==> config.mk <==
export PLATFORM = sky130hd
export DESIGN_NAME = sxe_exec_unit
export DESIGN_NICKNAME = d
export VERILOG_FILES = /design/src/common/sxe_pkg.sv /design/src/core/sxe_exec_unit.sv /design/src/core/sxe_logic_unit.sv /design/src/core/sxe_table_addr.sv
export SDC_FILE = /design/constraint.sdc
export NUM_CORES = 1
export LEC_CHECK = 0
export BUFFER_PORTS_ARGS = -buffer_cell sky130_fd_sc_hd__buf_2
export CAP_MARGIN = 20
export CORE_MARGIN = 2
export CORE_UTILIZATION = 50
export CTS_CLUSTER_DIAMETER = 200
export DETAILED_ROUTE_END_ITERATION = 10
export PLACE_DENSITY_LB_ADDON = 0.08
export SETUP_SLACK_MARGIN = 0.1
export SYNTH_ARGS = -nofsm -noshare
export SYNTH_HDL_FRONTEND = slang
export SYNTH_SLANG_ARGS = --single-unit
==> constraint.sdc <==
create_clock -name i_sys_clk -period 2.4 [get_ports i_sys_clk]
set_input_delay 0.72 -clock i_sys_clk [delete_from_list [all_inputs] [get_ports i_sys_clk]]
set_output_delay 0.72 -clock i_sys_clk [all_outputs]
set_load 0.1 [all_outputs]
==> src/common/sxe_pkg.sv <==
/*
  Shared constants, types and helpers for the skip, table-read and XOR execution unit.
  Assumes one system clock domain; program memory is 1K words of 14 bits in 256-word pages.
*/
package sxe_pkg;

  // --------------------------------------------------------------------------
  // widths
  // --------------------------------------------------------------------------
  localparam int DATA_W = 8;
  localparam int ROM_W = 14;
  localparam int ROM_ADDR_W = 10;
  localparam int PAGE_W = 2;
  localparam int PTR_W = 8;
  localparam int TBL_HIGH_W = 6;
  localparam int BIT_SEL_W = 3;
  localparam int STATUS_W = 6;

  // --------------------------------------------------------------------------
  // fixed values
  // --------------------------------------------------------------------------
  localparam logic [PAGE_W-1:0] LAST_PAGE = 2'h3;
  localparam logic [DATA_W-1:0] ACC_RESET = 8'h00;
  localparam logic [DATA_W-1:0] DATA_RESET = 8'h00;
  localparam logic [TBL_HIGH_W-1:0] TBL_HIGH_RESET = 6'h00;
  localparam logic [ROM_ADDR_W-1:0] ROM_ADDR_RESET = 10'h000;
  localparam logic FLAG_RESET = 1'h0;

  // --------------------------------------------------------------------------
  // status write bit positions
  // --------------------------------------------------------------------------
  localparam int FLAG_CARRY_POS = 0;
  localparam int FLAG_AUX_CARRY_POS = 1;
  localparam int FLAG_ZERO_POS = 2;
  localparam int FLAG_OVERFLOW_POS = 3;
  localparam int FLAG_POWER_DOWN_POS = 4;
  localparam int FLAG_TIMEOUT_POS = 5;

  // --------------------------------------------------------------------------
  // types
  // --------------------------------------------------------------------------
  typedef enum logic [3:0] {
    OP_NONE,
    OP_SWAP_NIBBLES_TO_ACC,
    OP_SKIP_IF_ZERO,
    OP_MOVE_SKIP_IF_ZERO,
    OP_SKIP_IF_BIT_ZERO,
    OP_TABLE_READ_CURRENT_PAGE,
    OP_TABLE_READ_LAST_PAGE,
    OP_XOR_ACC_MEM,
    OP_XOR_TO_MEMORY,
    OP_XOR_ACC_IMM
  } sxe_op_type;

  typedef enum logic [1:0] {
    ST_IDLE,
    ST_SKIP_DUMMY,
    ST_TABLE_FETCH
  } sxe_state_type;

  function automatic logic sxe_is_zero(input logic [DATA_W-1:0] value);
    sxe_is_zero = (value == 8'h00);
  endfunction

endpackage

==> src/core/sxe_exec_unit.sv <==
/*
  Execution unit for nibble swap, skip tests, table reads and XOR instructions.
  Owns the accumulator, the status flags and the table-high latch.
  Assumes the core holds the data address, memory read data and table pointer stable while
  the unit is busy, and that program memory answers combinationally while o_rom_rd is high.
*/
`timescale 1ns/1ps

// Overview of operation
// - swap nibbles of memory byte into accumulator
// - skip next instruction when byte is zero
// - copy byte to accumulator, skip if zero
// - skip next instruction when selected bit zero
// - skip discards prefetch, adds one dummy cycle
// - table read from current page
// - table read from last page
// - accumulator gets accumulator xor memory
// - memory gets accumulator xor memory
// - accumulator gets accumulator xor immediate
// - xor sets zero only, other flags kept
module sxe_exec_unit (
  input wire logic i_sys_clk,
  input wire logic i_rst_b,
  input wire logic i_op_valid,
  input wire sxe_pkg::sxe_op_type i_op_code,
  input wire logic [sxe_pkg::DATA_W-1:0] i_mem_data,
  input wire logic [sxe_pkg::DATA_W-1:0] i_imm,
  input wire logic [sxe_pkg::BIT_SEL_W-1:0] i_bit_sel,
  input wire logic [sxe_pkg::PAGE_W-1:0] i_pc_page,
  input wire logic [sxe_pkg::PTR_W-1:0] i_table_pointer,
  input wire logic [sxe_pkg::ROM_W-1:0] i_rom_data,
  input wire logic i_acc_load,
  input wire logic [sxe_pkg::DATA_W-1:0] i_acc_wdata,
  input wire logic i_status_load,
  input wire logic [sxe_pkg::STATUS_W-1:0] i_status_wdata,
  output logic o_ready,
  output logic o_done,
  output logic o_discard,
  output logic o_rom_rd,
  output logic [sxe_pkg::ROM_ADDR_W-1:0] o_rom_addr,
  output logic o_mem_wr,
  output logic [sxe_pkg::DATA_W-1:0] o_mem_wdata,
  output logic [sxe_pkg::DATA_W-1:0] o_acc,
  output logic [sxe_pkg::TBL_HIGH_W-1:0] o_table_high_latch,
  output logic o_zero_flag,
  output logic o_carry_flag,
  output logic o_aux_carry_flag,
  output logic o_overflow_flag,
  output logic o_timeout_flag,
  output logic o_power_down_flag
);

  // --------------------------------------------------------------------------
  // state
  // --------------------------------------------------------------------------
  typedef struct packed {
    sxe_pkg::sxe_state_type state;
    logic ready;
    logic done;
    logic discard;
    logic rom_rd;
    logic [sxe_pkg::ROM_ADDR_W-1:0] rom_addr;
    logic mem_wr;
    logic [sxe_pkg::DATA_W-1:0] mem_wdata;
    logic [sxe_pkg::DATA_W-1:0] acc;
    logic [sxe_pkg::TBL_HIGH_W-1:0] tbl_high;
    logic zero;
    logic carry;
    logic aux_carry;
    logic overflow;
    logic timeout;
    logic power_down;
  } sxe_regs_type;

  sxe_regs_type cur;
  sxe_regs_type next_cur;

  logic [7:0] swap_val;
  logic [7:0] xor_mem;
  logic [7:0] xor_imm;
  logic mem_zero;
  logic bit_zero;
  logic [9:0] table_addr;
  logic op_take;
  logic is_last_page;

  assign op_take = i_op_valid && (cur.state == sxe_pkg::ST_IDLE);
  assign is_last_page = (i_op_code == sxe_pkg::OP_TABLE_READ_LAST_PAGE);

  // --------------------------------------------------------------------------
  // data path
  // --------------------------------------------------------------------------
  sxe_logic_unit u_logic (
    .i_acc(cur.acc),
    .i_mem_data(i_mem_data),
    .i_imm(i_imm),
    .i_bit_sel(i_bit_sel),
    .o_swap(swap_val),
    .o_xor_mem(xor_mem),
    .o_xor_imm(xor_imm),
    .o_mem_zero(mem_zero),
    .o_bit_zero(bit_zero)
  );

  sxe_table_addr u_table_addr (
    .i_last_page(is_last_page),
    .i_pc_page(i_pc_page),
    .i_table_pointer(i_table_pointer),
    .o_rom_addr(table_addr)
  );

  // --------------------------------------------------------------------------
  // next state
  // --------------------------------------------------------------------------
  always_comb begin
    next_cur = cur;
    next_cur.done = 1'h0;
    next_cur.discard = 1'h0;
    next_cur.mem_wr = 1'h0;
    next_cur.rom_rd = 1'h0;
    // core-side loads; an executing instruction overrides the fields that it writes
    if (i_acc_load) begin
      next_cur.acc = i_acc_wdata;
    end
    if (i_status_load) begin
      next_cur.carry = i_status_wdata[sxe_pkg::FLAG_CARRY_POS];
      next_cur.aux_carry = i_status_wdata[sxe_pkg::FLAG_AUX_CARRY_POS];
      next_cur.zero = i_status_wdata[sxe_pkg::FLAG_ZERO_POS];
      next_cur.overflow = i_status_wdata[sxe_pkg::FLAG_OVERFLOW_POS];
      next_cur.power_down = i_status_wdata[sxe_pkg::FLAG_POWER_DOWN_POS];
      next_cur.timeout = i_status_wdata[sxe_pkg::FLAG_TIMEOUT_POS];
    end
    unique case (cur.state)
      sxe_pkg::ST_IDLE: begin
        if (i_op_valid) begin
          unique case (i_op_code)
            sxe_pkg::OP_NONE: begin
              next_cur.done = 1'h0;
            end
            sxe_pkg::OP_SWAP_NIBBLES_TO_ACC: begin
              next_cur.acc = swap_val;
              next_cur.done = 1'h1;
            end
            sxe_pkg::OP_SKIP_IF_ZERO: begin
              if (mem_zero) begin
                next_cur.state = sxe_pkg::ST_SKIP_DUMMY;
                next_cur.discard = 1'h1;
              end else begin
                next_cur.done = 1'h1;
              end
            end
            sxe_pkg::OP_MOVE_SKIP_IF_ZERO: begin
              next_cur.acc = i_mem_data;
              if (mem_zero) begin
                next_cur.state = sxe_pkg::ST_SKIP_DUMMY;
                next_cur.discard = 1'h1;
              end else begin
                next_cur.done = 1'h1;
              end
            end
            sxe_pkg::OP_SKIP_IF_BIT_ZERO: begin
              if (bit_zero) begin
                next_cur.state = sxe_pkg::ST_SKIP_DUMMY;
                next_cur.discard = 1'h1;
              end else begin
                next_cur.done = 1'h1;
              end
            end
            sxe_pkg::OP_TABLE_READ_CURRENT_PAGE, sxe_pkg::OP_TABLE_READ_LAST_PAGE: begin
              next_cur.state = sxe_pkg::ST_TABLE_FETCH;
              next_cur.rom_rd = 1'h1;
              next_cur.rom_addr = table_addr;
            end
            sxe_pkg::OP_XOR_ACC_MEM: begin
              next_cur.acc = xor_mem;
              next_cur.zero = sxe_pkg::sxe_is_zero(xor_mem);
              next_cur.done = 1'h1;
            end
            sxe_pkg::OP_XOR_TO_MEMORY: begin
              next_cur.mem_wr = 1'h1;
              next_cur.mem_wdata = xor_mem;
              next_cur.zero = sxe_pkg::sxe_is_zero(xor_mem);
              next_cur.done = 1'h1;
            end
            sxe_pkg::OP_XOR_ACC_IMM: begin
              next_cur.acc = xor_imm;
              next_cur.zero = sxe_pkg::sxe_is_zero(xor_imm);
              next_cur.done = 1'h1;
            end
            default: begin
              next_cur.done = 1'h0;
            end
          endcase
        end
      end
      sxe_pkg::ST_SKIP_DUMMY: begin
        // dummy cycle replaces the discarded prefetch
        next_cur.state = sxe_pkg::ST_IDLE;
        next_cur.done = 1'h1;
      end
      sxe_pkg::ST_TABLE_FETCH: begin
        next_cur.mem_wr = 1'h1;
        next_cur.mem_wdata = i_rom_data[7:0];
        next_cur.tbl_high = i_rom_data[13:8];
        next_cur.state = sxe_pkg::ST_IDLE;
        next_cur.done = 1'h1;
      end
      default: begin
        next_cur.state = sxe_pkg::ST_IDLE;
      end
    endcase
    next_cur.ready = (next_cur.state == sxe_pkg::ST_IDLE);
  end

  // --------------------------------------------------------------------------
  // registers
  // --------------------------------------------------------------------------
  always_ff @(posedge i_sys_clk or negedge i_rst_b) begin
    if (!i_rst_b) begin
      cur.state <= sxe_pkg::ST_IDLE;
      cur.ready <= 1'h1;
      cur.done <= 1'h0;
      cur.discard <= 1'h0;
      cur.rom_rd <= 1'h0;
      cur.rom_addr <= sxe_pkg::ROM_ADDR_RESET;
      cur.mem_wr <= 1'h0;
      cur.mem_wdata <= sxe_pkg::DATA_RESET;
      cur.acc <= sxe_pkg::ACC_RESET;
      cur.tbl_high <= sxe_pkg::TBL_HIGH_RESET;
      cur.zero <= sxe_pkg::FLAG_RESET;
      cur.carry <= sxe_pkg::FLAG_RESET;
      cur.aux_carry <= sxe_pkg::FLAG_RESET;
      cur.overflow <= sxe_pkg::FLAG_RESET;
      cur.timeout <= sxe_pkg::FLAG_RESET;
      cur.power_down <= sxe_pkg::FLAG_RESET;
    end else begin
      cur <= next_cur;
    end
  end

  assign o_ready = cur.ready;
  assign o_done = cur.done;
  assign o_discard = cur.discard;
  assign o_rom_rd = cur.rom_rd;
  assign o_rom_addr = cur.rom_addr;
  assign o_mem_wr = cur.mem_wr;
  assign o_mem_wdata = cur.mem_wdata;
  assign o_acc = cur.acc;
  assign o_table_high_latch = cur.tbl_high;
  assign o_zero_flag = cur.zero;
  assign o_carry_flag = cur.carry;
  assign o_aux_carry_flag = cur.aux_carry;
  assign o_overflow_flag = cur.overflow;
  assign o_timeout_flag = cur.timeout;
  assign o_power_down_flag = cur.power_down;

  logic [4:0] other_flags;
  logic [5:0] all_flags;
  logic [5:0] rom_high;
  logic skip_cond;
  logic is_xor_op;
  logic xor_zero;

  assign other_flags = {cur.carry, cur.aux_carry, cur.overflow, cur.timeout, cur.power_down};
  assign all_flags = {cur.zero, other_flags};
  assign rom_high = i_rom_data[13:8];
  assign is_xor_op = (i_op_code == sxe_pkg::OP_XOR_ACC_MEM) || (i_op_code == sxe_pkg::OP_XOR_TO_MEMORY)
                     || (i_op_code == sxe_pkg::OP_XOR_ACC_IMM);
  assign xor_zero = (i_op_code == sxe_pkg::OP_XOR_ACC_IMM) ? ((cur.acc ^ i_imm) == 8'h00)
                    : ((cur.acc ^ i_mem_data) == 8'h00);
  assign skip_cond = ((i_op_code == sxe_pkg::OP_SKIP_IF_ZERO) && (i_mem_data == 8'h00))
                     || ((i_op_code == sxe_pkg::OP_MOVE_SKIP_IF_ZERO) && (i_mem_data == 8'h00))
                     || ((i_op_code == sxe_pkg::OP_SKIP_IF_BIT_ZERO) && !i_mem_data[i_bit_sel]);
endmodule

==> src/core/sxe_logic_unit.sv <==
/*
  Combinational data path: nibble swap, XOR results and zero tests.
  Assumes operands come from logic on the same clock.
*/
`timescale 1ns/1ps
module sxe_logic_unit (
  input wire logic [7:0] i_acc,
  input wire logic [7:0] i_mem_data,
  input wire logic [7:0] i_imm,
  input wire logic [2:0] i_bit_sel,
  output logic [7:0] o_swap,
  output logic [7:0] o_xor_mem,
  output logic [7:0] o_xor_imm,
  output logic o_mem_zero,
  output logic o_bit_zero
);

  always_comb begin
    o_swap = {i_mem_data[3:0], i_mem_data[7:4]};
    o_xor_mem = i_acc ^ i_mem_data;
    o_xor_imm = i_acc ^ i_imm;
    o_mem_zero = sxe_pkg::sxe_is_zero(i_mem_data);
    o_bit_zero = ~i_mem_data[i_bit_sel];
  end

endmodule

==> src/core/sxe_table_addr.sv <==
/*
  Program-memory address former for table reads.
  Assumes the page of the current program counter is supplied by the core.
*/
`timescale 1ns/1ps
module sxe_table_addr (
  input wire logic i_last_page,
  input wire logic [1:0] i_pc_page,
  input wire logic [7:0] i_table_pointer,
  output logic [9:0] o_rom_addr
);

  always_comb begin
    if (i_last_page) begin
      o_rom_addr = {sxe_pkg::LAST_PAGE, i_table_pointer};
    end else begin
      o_rom_addr = {i_pc_page, i_table_pointer};
    end
  end

endmodule

==> reports/results.ini <==
[synth]
syn_area_per_cell_um2=9.71
synth_top_area_share_pct=38.1
ys_seq_elements=45
synth_top_area_cell=dfrtp_1
synthTopCellsByArea=dfrtp_1, mux2_2, buf_4
synthArstFlopShare_pct=100
synth_flop_cell=dfrtp_1
yosysWarningCount=0
syn_nets=367
synth-seq-area-share_pct=39.0
synth_top_cells_by_count=dfrtp_1, buf_4, nand2_1, mux2_2
synth_area_mm2=0.00289
synth_cell_types=54
synthCells=298
synth_edf_count=0
synth_most_common_cell=dfrtp_1

[clock_network]
post-cts-setup-buffer-count=0
clkLatencyLatePin_ns=0.30
cts.clk_slew.worst_paths_ns=0.09
cts_buffers=5
cts_sinks=45
cts_resized=0
cts_tree=yes
cts_hold_buf=0
cts-root-buf=clkbuf_8
htree_levels=2
cts_buffer_depth=2

[sta]
setup_slack_ns=0.352
fin_skew_ns=0.0107
fin_crit_ns=2.05
final.setup.tns_ns=0
maxSlewViolCount=0
max_freq_ghz=0.488
finalCritPeriodShare_pct=85.3
finalHoldViolations=0
maxSlewHeadroom_pct=61.4
finalSetupViolCount=0
worstMarginPinSlew_ns=0.577
rsz0062_at_grt=no

[floorplanning]
die_area_mm2=0.00641
rows=27
io_pins=109
fp.dieW_um=80.1
core-area_mm2=0.00554
die_y_um=80.1
start_util_pct=52.2

[drt]
ant_nets=0
dr.pass1.iters=4
post_drt_wl_per_cell_um=15.3
drc_errors=0
drt-initial-drc-count=100
wl_um=6820
viasPerCell=5.55
num_vias=2468

[grt]
gr-total-overflow=0
grt_max_degree=46
grt_pass1_vias=2324
grt_pass1_wl_um=11200
antenna_found_initial=0
grt_use_total_pct=22.6

[power_and_ir_drop]
p_leak_nw=1.56
ir_drop_mv=0.780
powerDensity_mw_per_mm2=1340
totalPowerFinal_mw=4.52

[placed_design]
io_buffers=108
gp_congestion=0.882
dp_hpwl_um=5100
dp_slack_ns=0.179

[final_layout]
drive_gt1_share_pct=41.0
area_growth_pct=16.4
antenna_cells=0
fin_nets=441

[setup_path]
start_kind=register
cp.arrival_ns=1.33
cp_top_family=flip-flops
worst-path-buf-inv=1
crit_type=register to output pin
cp.required_ns=1.68
slowest_delay_ns=0.53
crit_chain=buf_2
critPathSlowestCell=dfrtp_1
crit_fanout=8
endpoint_kind=output pin

[outcome]
status=finished clean

[flow_run]
drv_cap=0

[min_path]
hold_class=register to register

metal layers:
layer	wire length [um]	global-route usage, %	up-vias
li1	-	-	1212
met1	3040	32.1	1152
met2	3150	34.9	98
met3	533	4.16	6
met4	92	7.63	0
met5	0	0	-
kinds of logic after synthesis:
logic type | share of synthesized area [%]
XOR/XNOR | 3.03
adder cells (fa/ha/maj) | 1.30
buffers and inverters | 12.4
AND/OR/NAND/NOR | 14.7
multiplexers | 11.2
flip-flops | 39.0
AO/OA/AOI/OAI | 18.4
report_power, final:
group          internal, mW  switching [mW]  total, mW  leakage, nW
Clock                 0.234           0.265      0.499       0.0445
Combinational         0.534            2.31       2.84        0.963
Sequential             1.02           0.158       1.18        0.549
Total                  1.79            2.73       4.52         1.56
cell usage in the layout, fill, tap and decap left out, types with 3 or more instances in the layout:
| master | instances |
|---|---|
| a221o_1 | 8 |
| a311oi_1 | 7 |
| a31oi_1 | 4 |
| a32o_1 | 7 |
| buf_2 | 108 |
| buf_4 | 9 |
| clkbuf_8 | 6 |
| dfrtp_1 | 44 |
| ha_1 | 3 |
| inv_1 | 11 |
| mux2_2 | 23 |
| mux2i_1 | 3 |
| nand2_1 | 25 |
| nand2b_1 | 4 |
| nand3_1 | 6 |
| nand4_1 | 3 |
| nor2_1 | 17 |
| nor3b_1 | 7 |
| o21ai_0 | 17 |
| o22ai_1 | 10 |
| xnor2_1 | 9 |
registers in the layout, indices dropped and copies added, names as in the netlist:
signal and count:
o_aux_carry_flag 1, o_power_down_flag 1, o_discard 1, o_carry_flag 1
o_overflow_flag 1, o_mem_wr 1, o_zero_flag 1, o_mem_wdata 8
o_done 1, o_acc 8, o_timeout_flag 1, o_rom_addr 10
cur 2, o_ready 1, o_table_high_latch 6, o_rom_rd 1
through the flow:
step | area [um2] | util, % | instances | hold slack [ns]
floorplan | 2890 | - | 298 | 0.424
global placement | 3270 | 59.1 | 437 | 0.462
detailed placement | 3270 | 59.1 | 437 | 0.470
CTS | 3370 | 60.8 | 445 | 0.492
global route | 3370 | 60.8 | 445 | 0.519
finish | 3370 | 60.8 | 445 | 0.485
final cells by class:
cell class | count | area, um2
fill | 528 | 2170
multi-input combinational | 192 | 1410
sequential | 45 | 1130
timing repair buffer | 117 | 608
tap | 72 | 90.1
clock buffer | 7 | 86.3
inverter | 11 | 41.3
clock inverter | 1 | 7.51
worst paths after layout:
kind	startpoint	end	slack [ns]	cells after the start
worst max-delay path	o_acc[1]$_DFF_PN0_	o_acc[1]	0.35	1
worst min-delay path	o_rom_addr[9]$_DFFE_PN0P_	o_rom_addr[9]$_DFFE_PN0P_	0.49	2
worst max register to register	cur[43]$_DFF_PN0_	o_mem_wdata[5]$_DFFE_PN0P_	0.55	5
worst min register to register	o_rom_addr[9]$_DFFE_PN0P_	o_rom_addr[9]$_DFFE_PN0P_	0.49	2
max in group asynchronous	i_rst_b	o_done$_DFF_PN0_	1.52	2
min in group asynchronous	i_rst_b	o_acc[2]$_DFF_PN0_	0.50	2
Note: power is estimated with default switching activity, not from simulation.
